`src/design/ppr_pkg.sv`:
```
// Package: constants shared by both ends of the power and reset link.
// Assumes a single 10 MHz system clock on both ends.
package ppr_pkg;
	// ==========================================
	// Clock and timing
	localparam int CLK_PERIOD_NS   = 100;
	localparam int POR_PULSE_NS    = 1000;
	localparam int WARM_PULSE_NS   = 300;
	localparam int OPR_WAIT_NS     = 2000;
	localparam int POR_PULSE_CYC   = (POR_PULSE_NS + CLK_PERIOD_NS - 1) / CLK_PERIOD_NS;
	localparam int WARM_PULSE_CYC  = (WARM_PULSE_NS + CLK_PERIOD_NS - 1) / CLK_PERIOD_NS;
	localparam int OPR_WAIT_CYC    = (OPR_WAIT_NS + CLK_PERIOD_NS - 1) / CLK_PERIOD_NS;
	localparam int CFG_LOAD_CYC    = 4;
	// ==========================================
	// Device register map (over the link)
	localparam logic [1:0] ADDR_PWR_ZERO = 2'h0;
	localparam logic [1:0] ADDR_PWR_TWO  = 2'h2;
	localparam logic [7:0] PWR_RST_VAL   = 8'h00;
	localparam int BIT_SPEED_OFF  = 3;
	localparam int BIT_CLK_ARRAY  = 4;
	localparam int BIT_CLK_MCELL  = 5;
	localparam int BIT_BLK_CS0    = 2;
	localparam int BIT_BLK_CS1    = 3;
	localparam int BIT_BLK_CS2    = 4;
	localparam int BIT_BLK_PD0    = 5;
	localparam int BIT_BLK_PC7    = 6;
	localparam logic [7:0] PWR_TWO_USED = 8'h7c;
	// ==========================================
	// Host command registers
	localparam logic [2:0] HADDR_CTRL   = 3'h0;
	localparam logic [2:0] HADDR_STATUS = 3'h1;
	localparam logic [2:0] HADDR_PWR0   = 3'h2;
	localparam logic [2:0] HADDR_PWR2   = 3'h3;
	localparam int HBIT_GO_POR  = 0;
	localparam int HBIT_GO_WARM = 1;
	localparam int HBIT_PDOWN   = 2;
	localparam int HBIT_CSEL    = 3;
	localparam logic [7:0] DATA_ZERO = 8'h00;
endpackage

```
`src/design/ppr_link_if.sv`:
```
// Interface: the pins between the host and the power and reset device.
// Assumes both ends share clk_sys.
`timescale 1ns/1ps
`default_nettype none
interface ppr_link_if;
	logic       rst_n;
	logic       wr_n;
	logic       rd_n;
	logic       control_strobe_2;
	logic       cs_n;
	logic       pdown;
	logic [1:0] addr;
	logic [7:0] wdata;
	logic       busy;
	modport host (output rst_n, output wr_n, output rd_n, output control_strobe_2, output cs_n,
		output pdown, output addr, output wdata, input busy);
	modport device (input rst_n, input wr_n, input rd_n, input control_strobe_2, input cs_n,
		input pdown, input addr, input wdata, output busy);
endinterface
`default_nettype wire

```
`src/design/ppr_device.sv`:
```
// Device end: power registers, input gating, reset sequencing.
// Assumes link pins are synchronous to clk_sys; nrst models supply power-up.
`timescale 1ns/1ps
`default_nettype none
module ppr_device
	import ppr_pkg::*;
#(
	parameter int WARM_CYC = WARM_PULSE_CYC,
	parameter int POR_CYC  = POR_PULSE_CYC,
	parameter int OPR_CYC  = OPR_WAIT_CYC
) (
	input  wire logic       clk_sys,
	input  wire logic       nrst,
	ppr_link_if.device      link,
	input  wire logic [1:0] ext_addr,
	input  wire logic       pd0_in,
	input  wire logic       pc7_in,
	input  wire logic       ext_clk_in,
	input  wire logic [7:0] mcell_d,
	output logic [7:0]      pwr_zero,
	output logic [7:0]      pwr_two,
	output logic [4:0]      array_ctl,
	output logic            array_clk,
	output logic            mcell_clk,
	output logic [1:0]      array_addr,
	output logic            fast_mode,
	output logic            flash_wr_n,
	output logic            flash_rd_n,
	output logic            flash_en,
	output logic            flash_read_array,
	output logic [7:0]      mcell_q,
	output logic            port_dir_out,
	output logic            pld_valid,
	output logic            in_reset
);
	typedef enum logic [1:0] {
		ST_POWERUP = 2'b00,
		ST_HOLD    = 2'b10,
		ST_WAIT    = 2'b01,
		ST_RUN     = 2'b11
	} ppr_state_t;

	ppr_state_t  state_r;
	logic [15:0] cnt_r;
	logic        cfg_done_r;
	logic [7:0]  pwr_zero_r;
	logic [7:0]  pwr_two_r;
	logic        host_rst;
	logic        wr_ev;

	assign host_rst = !link.rst_n;
	assign wr_ev    = !link.wr_n && !link.cs_n && state_r == ST_RUN;

	// ==========================================
	// Reset sequencer
	always_ff @(posedge clk_sys) begin
		if (!nrst) begin
			state_r <= ST_POWERUP;
			cnt_r   <= 16'h0000;
		end else begin
			case (state_r)
				ST_POWERUP: begin
					// Config load runs only while the power-on pulse is held
					if (!host_rst && cfg_done_r && cnt_r >= 16'(POR_CYC)) begin
						state_r <= ST_WAIT;
						cnt_r   <= 16'h0000;
					end else if (host_rst) begin
						cnt_r <= cnt_r + 16'h0001;
					end
				end
				ST_HOLD: begin
					if (!host_rst) begin
						state_r <= ST_WAIT;
						cnt_r   <= 16'h0000;
					end
				end
				ST_WAIT: begin
					if (host_rst) begin
						state_r <= ST_HOLD;
					end else if (cnt_r >= 16'(OPR_CYC - 1)) begin
						state_r <= ST_RUN;
					end else begin
						cnt_r <= cnt_r + 16'h0001;
					end
				end
				ST_RUN: begin
					if (host_rst) begin
						state_r <= ST_HOLD;
					end
				end
				default: state_r <= ST_POWERUP;
			endcase
		end
	end

	// Configuration bits load early in the power-on pulse
	always_ff @(posedge clk_sys) begin
		if (!nrst) begin
			cfg_done_r <= 1'b0;
		end else if (state_r == ST_POWERUP && host_rst && cnt_r >= 16'(CFG_LOAD_CYC - 1)) begin
			cfg_done_r <= 1'b1;
		end
	end

	// ==========================================
	// Power registers: cleared by power-up only
	always_ff @(posedge clk_sys) begin
		if (!nrst) begin
			pwr_zero_r <= PWR_RST_VAL;
			pwr_two_r  <= PWR_RST_VAL;
		end else if (wr_ev) begin
			if (link.addr == ADDR_PWR_ZERO) begin
				pwr_zero_r <= link.wdata;
			end else if (link.addr == ADDR_PWR_TWO) begin
				pwr_two_r <= link.wdata;
			end
		end
	end

	// ==========================================
	// Input gating, registered from the stored bits and, for array_addr, the pdown pin
	always_ff @(posedge clk_sys) begin
		if (!nrst) begin
			array_ctl  <= 5'h00;
			array_clk  <= 1'b0;
			mcell_clk  <= 1'b0;
			array_addr <= 2'h0;
			fast_mode  <= 1'b1;
		end else begin
			array_ctl[0] <= !link.wr_n  && !pwr_two_r[BIT_BLK_CS0];
			array_ctl[1] <= !link.rd_n  && !pwr_two_r[BIT_BLK_CS1];
			array_ctl[2] <= link.control_strobe_2  && !pwr_two_r[BIT_BLK_CS2];
			array_ctl[3] <= pd0_in      && !pwr_two_r[BIT_BLK_PD0];
			array_ctl[4] <= pc7_in      && !pwr_two_r[BIT_BLK_PC7];
			array_clk    <= ext_clk_in  && !pwr_zero_r[BIT_CLK_ARRAY];
			mcell_clk    <= ext_clk_in  && !pwr_zero_r[BIT_CLK_MCELL];
			array_addr   <= link.pdown ? 2'h0 : ext_addr;
			fast_mode    <= !pwr_zero_r[BIT_SPEED_OFF];
		end
	end

	// ==========================================
	// Flash path: strobes bypass every blocking bit
	always_ff @(posedge clk_sys) begin
		if (!nrst) begin
			flash_wr_n       <= 1'b1;
			flash_rd_n       <= 1'b1;
			flash_en         <= 1'b0;
			flash_read_array <= 1'b1;
		end else begin
			flash_wr_n       <= link.wr_n || link.cs_n;
			flash_rd_n       <= link.rd_n || link.cs_n;
			flash_en         <= !link.cs_n;
			flash_read_array <= flash_read_array || state_r == ST_POWERUP;
		end
	end

	// ==========================================
	// Macrocells, ports and other state
	always_ff @(posedge clk_sys) begin
		if (!nrst) begin
			mcell_q <= 8'h00;
		end else if (state_r != ST_POWERUP && mcell_clk) begin
			mcell_q <= mcell_d;
		end
	end

	always_ff @(posedge clk_sys) begin
		if (!nrst) begin
			port_dir_out <= 1'b0;
		end else if (host_rst) begin
			port_dir_out <= 1'b0;
		end else if (state_r == ST_RUN && !link.pdown && !link.rd_n && !link.cs_n) begin
			// Leaving input mode only once running; power-down holds it
			port_dir_out <= 1'b1;
		end
	end

	always_ff @(posedge clk_sys) begin
		if (!nrst) begin
			pld_valid <= 1'b0;
			in_reset  <= 1'b1;
			pwr_zero  <= 8'h00;
			pwr_two   <= 8'h00;
		end else begin
			pld_valid <= cfg_done_r || state_r != ST_POWERUP;
			in_reset  <= state_r != ST_RUN;
			pwr_zero  <= pwr_zero_r;
			pwr_two   <= pwr_two_r;
		end
	end

	assign link.busy = in_reset;
endmodule
`default_nettype wire

```
`src/flat_wrapper.sv`:
```
// flat-port wrapper written by rule: the top's interface ports become plain ports
module ppr_device_flat import ppr_pkg::*;
#(
	parameter int WARM_CYC = WARM_PULSE_CYC,
	parameter int POR_CYC  = POR_PULSE_CYC,
	parameter int OPR_CYC  = OPR_WAIT_CYC
)
  (clk_sys, nrst, ext_addr, pd0_in, pc7_in, ext_clk_in, mcell_d, pwr_zero, pwr_two, array_ctl, array_clk, mcell_clk, array_addr, fast_mode, flash_wr_n, flash_rd_n, flash_en, flash_read_array, mcell_q, port_dir_out, pld_valid, in_reset, link_rst_n, link_wr_n, link_rd_n, link_control_strobe_2, link_cs_n, link_pdown, link_addr, link_wdata, link_busy);
  ppr_link_if link_i ();
  input  wire logic clk_sys;
  input  wire logic nrst;
  input  wire logic [1:0] ext_addr;
  input  wire logic pd0_in;
  input  wire logic pc7_in;
  input  wire logic ext_clk_in;
  input  wire logic [7:0] mcell_d;
  output logic [7:0] pwr_zero;
  output logic [7:0] pwr_two;
  output logic [4:0] array_ctl;
  output logic array_clk;
  output logic mcell_clk;
  output logic [1:0] array_addr;
  output logic fast_mode;
  output logic flash_wr_n;
  output logic flash_rd_n;
  output logic flash_en;
  output logic flash_read_array;
  output logic [7:0] mcell_q;
  output logic port_dir_out;
  output logic pld_valid;
  output logic in_reset;
  input wire logic [$bits(link_i.rst_n)-1:0] link_rst_n;
  input wire logic [$bits(link_i.wr_n)-1:0] link_wr_n;
  input wire logic [$bits(link_i.rd_n)-1:0] link_rd_n;
  input wire logic [$bits(link_i.control_strobe_2)-1:0] link_control_strobe_2;
  input wire logic [$bits(link_i.cs_n)-1:0] link_cs_n;
  input wire logic [$bits(link_i.pdown)-1:0] link_pdown;
  input wire logic [$bits(link_i.addr)-1:0] link_addr;
  input wire logic [$bits(link_i.wdata)-1:0] link_wdata;
  output wire logic [$bits(link_i.busy)-1:0] link_busy;
  assign link_i.rst_n = link_rst_n;
  assign link_i.wr_n = link_wr_n;
  assign link_i.rd_n = link_rd_n;
  assign link_i.control_strobe_2 = link_control_strobe_2;
  assign link_i.cs_n = link_cs_n;
  assign link_i.pdown = link_pdown;
  assign link_i.addr = link_addr;
  assign link_i.wdata = link_wdata;
  assign link_busy = link_i.busy;
  ppr_device #(.WARM_CYC(WARM_CYC), .POR_CYC(POR_CYC), .OPR_CYC(OPR_CYC)) u_core (.clk_sys(clk_sys), .nrst(nrst), .link(link_i), .ext_addr(ext_addr), .pd0_in(pd0_in), .pc7_in(pc7_in), .ext_clk_in(ext_clk_in), .mcell_d(mcell_d), .pwr_zero(pwr_zero), .pwr_two(pwr_two), .array_ctl(array_ctl), .array_clk(array_clk), .mcell_clk(mcell_clk), .array_addr(array_addr), .fast_mode(fast_mode), .flash_wr_n(flash_wr_n), .flash_rd_n(flash_rd_n), .flash_en(flash_en), .flash_read_array(flash_read_array), .mcell_q(mcell_q), .port_dir_out(port_dir_out), .pld_valid(pld_valid), .in_reset(in_reset));
endmodule
```
`config.mk`:
```
export PLATFORM = sky130hd
export DESIGN_NAME = ppr_device_flat
export DESIGN_NICKNAME = d
export VERILOG_FILES = /design/src/design/ppr_pkg.sv /design/src/design/ppr_link_if.sv /design/src/design/ppr_device.sv /design/src/flat_wrapper.sv
export SDC_FILE = /design/constraint.sdc
export NUM_CORES = 1
export LEC_CHECK = 0
export BUFFER_PORTS_ARGS = -buffer_cell sky130_fd_sc_hd__buf_4
export CELL_PAD_IN_SITES_DETAIL_PLACEMENT = 0
export CELL_PAD_IN_SITES_GLOBAL_PLACEMENT = 1
export CORE_AREA = 3 3 92 94
export CTS_CLUSTER_DIAMETER = 150
export DETAILED_ROUTE_END_ITERATION = 10
export DIE_AREA = 0 0 95 97
export PLACE_DENSITY_LB_ADDON = 0.05
export SLEW_MARGIN = 20
export SYNTH_ARGS = -nofsm -noshare
export SYNTH_HDL_FRONTEND = slang
export SYNTH_SLANG_ARGS = --single-unit
```
`constraint.sdc`:
```
create_clock -name clk_sys -period 3.1 [get_ports clk_sys]
set_clock_uncertainty 0.2 [all_clocks]
set_input_delay 0.155 -clock clk_sys [delete_from_list [all_inputs] [get_ports clk_sys]]
set_output_delay 0.155 -clock clk_sys [all_outputs]
set_load 0.01 [all_outputs]
```
==> results of run 1 <==
-- cells in the final DEF, fill, tap and decap left out, types with 8 or more instances in the layout --
cell | synthesis | routed
a21oi_1 | 19 | 19
and2_1 | 15 | 15
buf_4 | 1 | 78
clkbuf_8 | 0 | 9
dfxtp_1 | 76 | 76
dlygate4sd3_1 | 0 | 31
inv_1 | 9 | 9
mux2i_1 | 24 | 24
nand2_1 | 17 | 17
nand3_1 | 10 | 10
nor2_1 | 35 | 35
nor3_1 | 8 | 8
o31ai_1 | 8 | 8
or3_1 | 9 | 9
or4_1 | 9 | 9
-- worst max-delay path, delay by kind of cell (launching register included) --
family / cells / cell delay, ns
compound gates: 3 / 0.49
buf+inv: 2 / 0.33
fa+ha+maj: 1 / 0.32
simple gates: 2 / 0.78
flops: 1 / 0.40
-- through the flow --
step / hold slack [ns] / instance area (sq um)
floorplan: 0.02608 / 3048
global placement: 0.1406 / 3675
detailed placement: 0.1417 / 3675
CTS: 0.01194 / 4198
global route: 0.03434 / 4198
finish: 0.02877 / 4198
-- per-layer routing --
layer  track usage [%]  wire length, microns  vias to the layer above
li1                  -                     -                     1310
met5                 0                     0                        -
met3             4.977                   407                        9
met4             5.660                    98                        0
met1             20.82                  3294                     1197
met2             27.28                  3457                       60
-- state kept, by name, indices dropped and copies added, names as in the netlist, 2 cells and up --
register	cells
u_core.pwr_zero_r	8
u_core.array_addr	2
u_core.pwr_zero	8
u_core.pwr_two	8
u_core.cnt_r	16
u_core.pwr_two_r	8
u_core.state_r	2
u_core.array_ctl	5
u_core.mcell_q	8
-- power breakdown --
group,switching [mW],internal (mW)
Combinational,0.0570,0.0716
Sequential,0.00518,0.984
Clock,0.363,0.450
-- logic make-up (layout without fill, tap and decap cells) --
family,after synthesis,in the layout,share of synthesized area [%]
adder cells (fa/ha/maj),7,7,2.873
AND/OR/NAND/NOR,129,129,23.69
multiplexers,24,24,7.882
flip-flops,76,76,49.92
buffers and inverters,26,133,3.941
AO/OA/AOI/OAI,51,51,11.70
-- worst paths after layout --
path,start,depth (start not counted),end,slack [ns]
worst max-delay path,u_core.state_r[0],8,u_core.cnt_r[10],0.50
worst min register to register,u_core.pwr_zero_r[3],1,u_core.fast_mode,0.21
worst max register to register,u_core.state_r[0],8,u_core.cnt_r[10],0.50
worst min-delay path,link_rst_n,3,u_core.port_dir_out,0.03
-- cell type report --
type,count,share of cell area (%)
clock buffer,9,2.951
clock inverter,6,2.116
inverter,9,0.8048
multi-input combinational,211,33.50
sequential,76,36.24
tap,102,3.040
timing repair buffer,109,21.34
==> results.toml, run 1 <==
[die]
dieWidth_microns = 95
die_h_microns = 97
initial_utilization_pct = 39.44
core_sq_mm = 0.007727
fp.dieArea_sq_mm = 0.009215
rows = 32
io_pins = 73

[setup_path]
crit_chain = "inv_1, ha_1, and3b_1, a2111oi_4, a21oi_2, buf_4, or4_1, a21oi_1"
critPathRequiredTime_ns = 3.17
worst_ep_arrival_time_ns = 2.66
start_kind = "flip-flop"
critPathCaptureType = "flip-flop"
criticalPathCategory = "flip-flop to flip-flop"
critPathMaxFanout = 32
slowest_stage = "or4_1"
crit_path_max_incr_delay_ns = 0.52

[logic_synthesis]
ys_warn_count = 0
synth_common_cells = "76 x dfxtp_1, 35 x nor2_1, 24 x mux2i_1"
ys_top_cells_by_area = "dfxtp_1 50%, mux2i_1 7.9%, nor2_1 4.3%"
synth-edff-count = 0
synth_top_area_share_pct = 49.92
synth.lib_cells_used.distinct = 47
syn_area_sq_mm = 0.003048
syn-num-nets = 351
synth_most_common_cell = "dfxtp_1"
yosys_most_used_dff = "dfxtp_1"
avgSynthCellArea_sq_um = 9.738
ys_seq_area_share_pct = 49.92
yosys.area.top_type = "dfxtp_1"
ys_ff_latch = 76
synth-async-reset-ratio_pct = 0
netlist_instances = 313

[clock_network]
cts_made_buffers = 9
post_cts_buffers = 0
cts_resized = 0
clkSlewWorstSetupHoldPaths_ns = 0.08
root_buffer = "clkbuf_8"
hold_buffers = 31
htreeDepth = 3
tritoncts = "built"
clkSinkCount = 76
clockBufferDepth = 2
clk_latency_ns = 0.34

[global_route]
grt_start_max_net_pins = 33
grt_antenna_before_repair = 0
grt_use_total_pct = 16.72
grt-ovfl-total = 0
grt_pass1_wl_mm = 12.23
grt_pass1_vias = 2624

[route]
dr.pass1.iters = 4
drc = 0
routed_wl_mm = 7.258
drtIter0Drc = 95
vias = 2576
vias_per_cell = 4.935
ant_nets = 0
wl_per_cell_microns = 13.90

[layout]
multi_input_area_sq_mm = 0.001406
area_delta_synth_final_pct = 37.73
drive_above_1_share_pct = 24.05
final_nets = 454
register_area_sq_mm = 0.001521
n_antenna_cell = 0
stdcell_count = 522
utilization_pct = 54.32
n_fill_cell = 733

[timing]
post-route-period-util_pct = 83.72
clock.fmax_ghz = 0.3853
slew_viol_final = 0
setup_slack_ns = 0.5048
finalSetupTns_ns = 0
fin_crit_ns = 2.595
slew_headroom_pct = 41.90
rsz0062_at_grt = "no"
tightest_slew_ns = 0.8705
hold_viol_final = 0
finalSetupViolations = 0

[job]
drv_cap = 0

[placement]
dpl_worst_slack_ns = 0.5251
hpwl_mm = 4.929
place.gp.congestion = 0.7208
numPortBuffers = 72
dp.cells = 476

[status]
outcome = "completed"

[hold_path]
min_path_type = "primary input to flip-flop"

[pwr]
p_leak_nw = 1.715
power_density_mw_per_mm2 = 460.1
ir_worst_vdd_mv = 0.2200
power_mw = 1.932
No activity file was read; power rests on OpenSTA's default activity.
==> inputs of run 2 (changes only) <==
==> constraint.sdc (replaced) <==
create_clock -name clk_sys -period 2.55 [get_ports clk_sys]
set_clock_uncertainty 0.2 [all_clocks]
set_input_delay 0.1275 -clock clk_sys [delete_from_list [all_inputs] [get_ports clk_sys]]
set_output_delay 0.1275 -clock clk_sys [all_outputs]
set_load 0.01 [all_outputs]
==> results.toml, run 2 (synthesized netlist as in run 1, its figures left out) <==
[layout]
area_delta_synth_final_pct = 41.05
final_nets = 463
n_fill_cell = 713
final_common_cell = "buf_4"
top_register = "u_core.cnt_r"
largest_register_ffs = 16
drive_above_1_share_pct = 25.58
n_antenna_cell = 0
fin_area_sq_mm = 0.004299
layout_common_cells = "85 x buf_4, 76 x dfxtp_1, 35 x nor2_1"

[route]
wl_per_cell_microns = 13.63
met2_length_mm = 3.419
vias_per_cell = 4.972
routed_wl_mm = 7.251
drc = 0
dr.pass1.iters = 4
wl_met1_mm = 3.308
ant_nets = 0
drtIter0Drc = 89
wl_met3_microns = 415
highest_layer = "met4"
vias = 2645

[setup_path]
slowest_stage = "or4_1"
worst-path-buf-inv = 2
start_kind = "flip-flop"
criticalPathCategory = "flip-flop to flip-flop"
critPathMaxFanout = 32
rr_endpoint = "u_core.cnt_r[12]"
worst_ep_arrival_time_ns = 2.45
rrSetupSlack_ns = 0.17
crit_path_max_incr_delay_ns = 0.50
crit_chain = "inv_1, ha_1, and3b_1, a2111oi_4, a21oi_2, buf_12, or4_1, a21oi_1"
r2r-start = "u_core.state_r[0]"
critPathCaptureType = "flip-flop"
crit_family = "simple AND/OR/NAND/NOR gates"
critPathRequiredTime_ns = 2.62
ff2ff_path_depth = 8

[die]
fp.dieArea_sq_mm = 0.009215
die_h_microns = 97
io_pins = 73
core_sq_mm = 0.007727
dieWidth_microns = 95
rows = 32
initial_utilization_pct = 39.44

[timing]
hold_viol_final = 0
slew_viol_final = 0
finalSetupTns_ns = 0
finalSetupViolations = 0
fin_crit_ns = 2.376
post-route-period-util_pct = 93.18
rsz0062_at_grt = "no"
clock.fmax_ghz = 0.4208
fin_hold_ws_ns = 0.1392
tightest_slew_ns = 0.5894
setup_slack_ns = 0.1738
slew_headroom_pct = 60.66

[clock_network]
post_cts_buffers = 0
clk_latency_ns = 0.34
cts_resized = 0
root_buffer = "clkbuf_8"
cts_made_buffers = 9
tritoncts = "built"
htreeDepth = 3
clkSinkCount = 76
clkSlewWorstSetupHoldPaths_ns = 0.08
clockBufferDepth = 2
hold_buffers = 32

[pwr]
p_leak_nw = 1.776
p_int_mw = 1.878
combPwrFrac_pct = 6.9
power_density_mw_per_mm2 = 562.2
p_sw_uw = 539.3
ir_worst_vdd_mv = 0.2876
power_mw = 2.417
switching_share_pct = 22.31
pwr-share-seq_pct = 49.7
power_frac_clock_pct = 43.4

[hold_path]
min_path_type = "primary input to flip-flop"
hold_depth = 5
whs_endpoint = "u_core.pwr_zero_r[7]"
hp-start = "link_addr[1]"

[global_route]
grt-ovfl-total = 0
grt_pass1_vias = 2593
grt_antenna_before_repair = 0
grt_use_total_pct = 16.62
grt_start_max_net_pins = 33
grt_pass1_wl_mm = 12.24

[placement]
dpl_worst_slack_ns = 0.1984
numPortBuffers = 72
place.gp.congestion = 0.7766
hpwl_mm = 5.045
placed_area_sq_mm = 0.003747

[job]
drv_cap = 0

[status]
outcome = "completed"
-- run 2: cell types whose count changed in the layout (fill, tap and decap cells not counted) --
| cell | delta |
|---|---|
| clkinvlp_4 | -1 |
| clkinv_4 | +1 |
| inv_6 | +1 |
| clkinv_2 | -1 |
| clkbuf_8 | +1 |
| buf_12 | +1 |
| dlygate4sd3_1 | +1 |
| buf_4 | +7 |
-- run 2: worst max path at each step --
stage	depth (start not counted)	from	end
final	8	u_core.state_r[0]	u_core.cnt_r[12]
after global placement	8	u_core.state_r[0]	u_core.cnt_r[15]
after detailed placement	8	u_core.state_r[0]	u_core.cnt_r[8]
after floorplan	9	u_core.state_r[0]	u_core.cnt_r[12]
after global routing	8	u_core.state_r[0]	u_core.cnt_r[15]
after CTS	8	u_core.state_r[0]	u_core.cnt_r[12]
-- run 2: per-layer routing --
| metal | vias up | GRT usage [%] |
|---|---|---|
| met5 | - | 0 |
| met3 | 10 | 4.743 |
| li1 | 1344 | - |
| met1 | 1228 | 20.94 |
| met4 | 0 | 5.882 |
| met2 | 63 | 26.84 |
-- run 2: cell type report --
class	count	area (sq um)	area share, %
Tap cell	102	127.6	2.969
Clock buffer	10	137.6	3.201
Timing Repair Buffer	118	978.4	22.76
Multi-Input combinational cell	211	1406	32.71
Sequential cell	76	1521	35.39
Inverter	9	33.78	0.7858
Clock inverter	6	93.84	2.183
-- run 2: power groups by stage --
| stage | Combinational (mW) | Sequential [mW] | Clock [mW] |
|---|---|---|---|
| 6_report | 0.167 | 1.20 | 1.05 |
| 5_1_grt | 0.183 | 1.20 | 1.12 |
| 4_1_cts | 0.168 | 1.20 | 1.08 |
| 3_5_place_dp | 0.128 | 1.23 | 0 |
| 3_3_place_gp | 0.127 | 1.23 | 0 |
| 2_1_floorplan | 0.0449 | 1.23 | 0 |
-- run 2: stage by stage --
stage / cells / utilization, %
floorplan: 313 / -
global placement: 484 / 48.49
detailed placement: 484 / 48.49
CTS: 532 / 55.63
global route: 532 / 55.63
finish: 532 / 55.63
-- run 2: tightest hold or removal path: cells and delay by family --
| family | cells | cell delay, ns |
|---|---|---|
| mux | 1 | 0.13 |
| simple gates | 2 | 0.11 |
| buf+inv | 2 | 0.28 |
==> inputs of run 3 (changes only) <==
--- a/config.mk
+++ b/config.mk
@@ -8,10 +8,10 @@
 export BUFFER_PORTS_ARGS = -buffer_cell sky130_fd_sc_hd__buf_4
 export CELL_PAD_IN_SITES_DETAIL_PLACEMENT = 0
 export CELL_PAD_IN_SITES_GLOBAL_PLACEMENT = 1
-export CORE_AREA = 3 3 92 94
+export CORE_AREA = 3 3 97 99
 export CTS_CLUSTER_DIAMETER = 150
 export DETAILED_ROUTE_END_ITERATION = 10
-export DIE_AREA = 0 0 95 97
+export DIE_AREA = 0 0 100 102
 export PLACE_DENSITY_LB_ADDON = 0.05
 export SLEW_MARGIN = 20
 export SYNTH_ARGS = -nofsm -noshare
==> constraint.sdc (replaced) <==
create_clock -name clk_sys -period 2.1 [get_ports clk_sys]
set_clock_uncertainty 0.2 [all_clocks]
set_input_delay 0.105 -clock clk_sys [delete_from_list [all_inputs] [get_ports clk_sys]]
set_output_delay 0.105 -clock clk_sys [all_outputs]
set_load 0.01 [all_outputs]
==> results.toml, run 3 (synthesized netlist as in run 1, its figures left out) <==
[pwr]
power_density_mw_per_mm2 = 626.6
ir_worst_vdd_mv = 0.4299
p_leak_nw = 2.013
power_mw = 3.020

[placement]
hpwl_mm = 5.421
numPortBuffers = 72
placed_area_sq_mm = 0.004001
place.gp.congestion = 0.7266
dp.cells = 519

[clock_network]
tritoncts = "built"
clkSlewWorstSetupHoldPaths_ns = 0.08
clk_latency_ns = 0.34
htreeDepth = 3
cts_made_buffers = 9
root_buffer = "clkbuf_8"
clkSinkCount = 76
clockBufferDepth = 2

[status]
outcome = "complete, but fails checks"
violations = "negative setup slack"

[route]
wl_per_cell_microns = 14.49
vias = 2794
drtIter0Drc = 76
met2_length_mm = 4.054
vias_per_cell = 4.868
ant_nets = 0
wl_met3_microns = 365
highest_layer = "met4"
wl_met1_mm = 3.754
routed_wl_mm = 8.315
drc = 0
dr.pass1.iters = 4

[timing]
setup_slack_ns = -0.07049
clock.fmax_ghz = 0.4607
hold_viol_final = 0
fin_crit_ns = 2.170
post-route-period-util_pct = 103.4
finalSetupViolations = 13
slew_headroom_pct = 72.47
tightest_slew_ns = 0.4121
finalSetupTns_ns = -0.5284
slew_viol_final = 0
rsz0062_at_grt = "yes"

[die]
dieWidth_microns = 100
io_pins = 73
core_sq_mm = 0.008636
initial_utilization_pct = 35.29
fp.dieArea_sq_mm = 0.01020
die_h_microns = 102
rows = 34

[setup_path]
criticalPathCategory = "flip-flop to flip-flop"
start_kind = "flip-flop"
critPathRequiredTime_ns = 2.18
cp_common_cell = "buf_6"
crit_chain = "inv_4, buf_6, ha_4, a2111oi_4, buf_6, a21oi_4, or4_4, a21oi_2"
critPathCaptureType = "flip-flop"
crit_path_max_incr_delay_ns = 0.55
critPathMaxFanout = 7
slowest_stage = "or4_4"
worst_ep_arrival_time_ns = 2.25

[layout]
largest_register_ffs = 16
n_fill_cell = 777
final_nets = 499
drive_above_1_share_pct = 41.42
top_register = "u_core.cnt_r"
final_common_cell = "buf_4"
fin_area_sq_mm = 0.004820
layout_common_cells = "115 x buf_4, 66 x dfxtp_1, 35 x nor2_1"
n_antenna_cell = 0
stdcell_count = 574
area_delta_synth_final_pct = 58.13
utilization_pct = 55.81

[job]
drv_cap = 0

[hold_path]
min_path_type = "primary input to flip-flop"

[global_route]
grt-ovfl-total = 0
grt_pass1_vias = 2706
grt_start_max_net_pins = 26
grt_antenna_before_repair = 0
grt_pass1_wl_mm = 13.52
grt_use_total_pct = 16.72
## run 3: changes by cell type in the layout (fill, tap and decap cells not counted), moves of 4 or more
cell	before	now
dfxtp_2	0	8
dlygate4sd3_1	32	28
buf_6	0	8
buf_4	85	115
or4_1	9	5
a21oi_2	1	11
a21oi_1	19	8
or4_4	0	4
ha_1	7	1
dfxtp_1	76	66
## run 3: what timing repair did
| action | 4_1_cts | 5_1_grt |
|---|---|---|
| hold endpoints to repair | 53 | 0 |
| resized for setup | 30 | 31 |
| hold buffers | 28 | 0 |
| buffers inserted | 8 | 2 |
| pin swaps | 8 | 10 |
| setup endpoints to repair | 17 | 21 |
| cloned | 3 | 0 |
## run 3: final cells by class
cell class	count	area, sq um	area share (%)
multi-input combinational	213	1620	33.62
timing repair buffer	152	1249	25.91
clock buffer	10	127.6	2.648
tap	108	135.1	2.804
sequential	76	1539	31.93
inverter	9	36.28	0.7529
clock inverter	6	112.6	2.336
## run 3: power by group
| group | leakage, nW | internal (mW) | switching [mW] |
|---|---|---|---|
| Combinational | 1.27 | 0.124 | 0.102 |
| Sequential | 0.621 | 1.45 | 0.00455 |
| Clock | 0.120 | 0.792 | 0.546 |
## run 3: worst max-delay path: cells and delay by family (launching register included)
family	cells	cell delay, ns
AOI/OAI and AO/OA	3	0.48
adders and majority gates	1	0.16
buffers and inverters	3	0.33
DFF	1	0.38
and+or+nand+nor	1	0.55
## run 3: path summary, 6_finish.rpt
kind                             start                   end  slack (ns)  depth (start not counted)
setup / recovery     u_core.state_r[0]       u_core.cnt_r[7]       -0.07                          8
hold reg to reg   u_core.pwr_zero_r[3]      u_core.fast_mode        0.21                          1
hold / removal            link_addr[1]  u_core.pwr_zero_r[4]        0.07                          5
setup reg to reg     u_core.state_r[0]       u_core.cnt_r[7]       -0.07                          8
## run 3: per-stage QoR
stage | setup WS (ns) | hold slack [ns]
3_3_place_gp | -0.2349 | 0.08240
5_1_grt | -0.1503 | 0.06606
3_5_place_dp | -0.3168 | 0.08497
4_1_cts | -0.04741 | 0.1044
2_1_floorplan | -0.01670 | -0.02392
6_report | -0.07049 | 0.06921
## run 3: routing by layer
| layer | track usage [%] | up-vias |
|---|---|---|
| li1 | - | 1411 |
| met1 | 21.04 | 1323 |
| met2 | 27.91 | 49 |
| met3 | 4.164 | 11 |
| met4 | 6.114 | 0 |
| met5 | 0 | - |
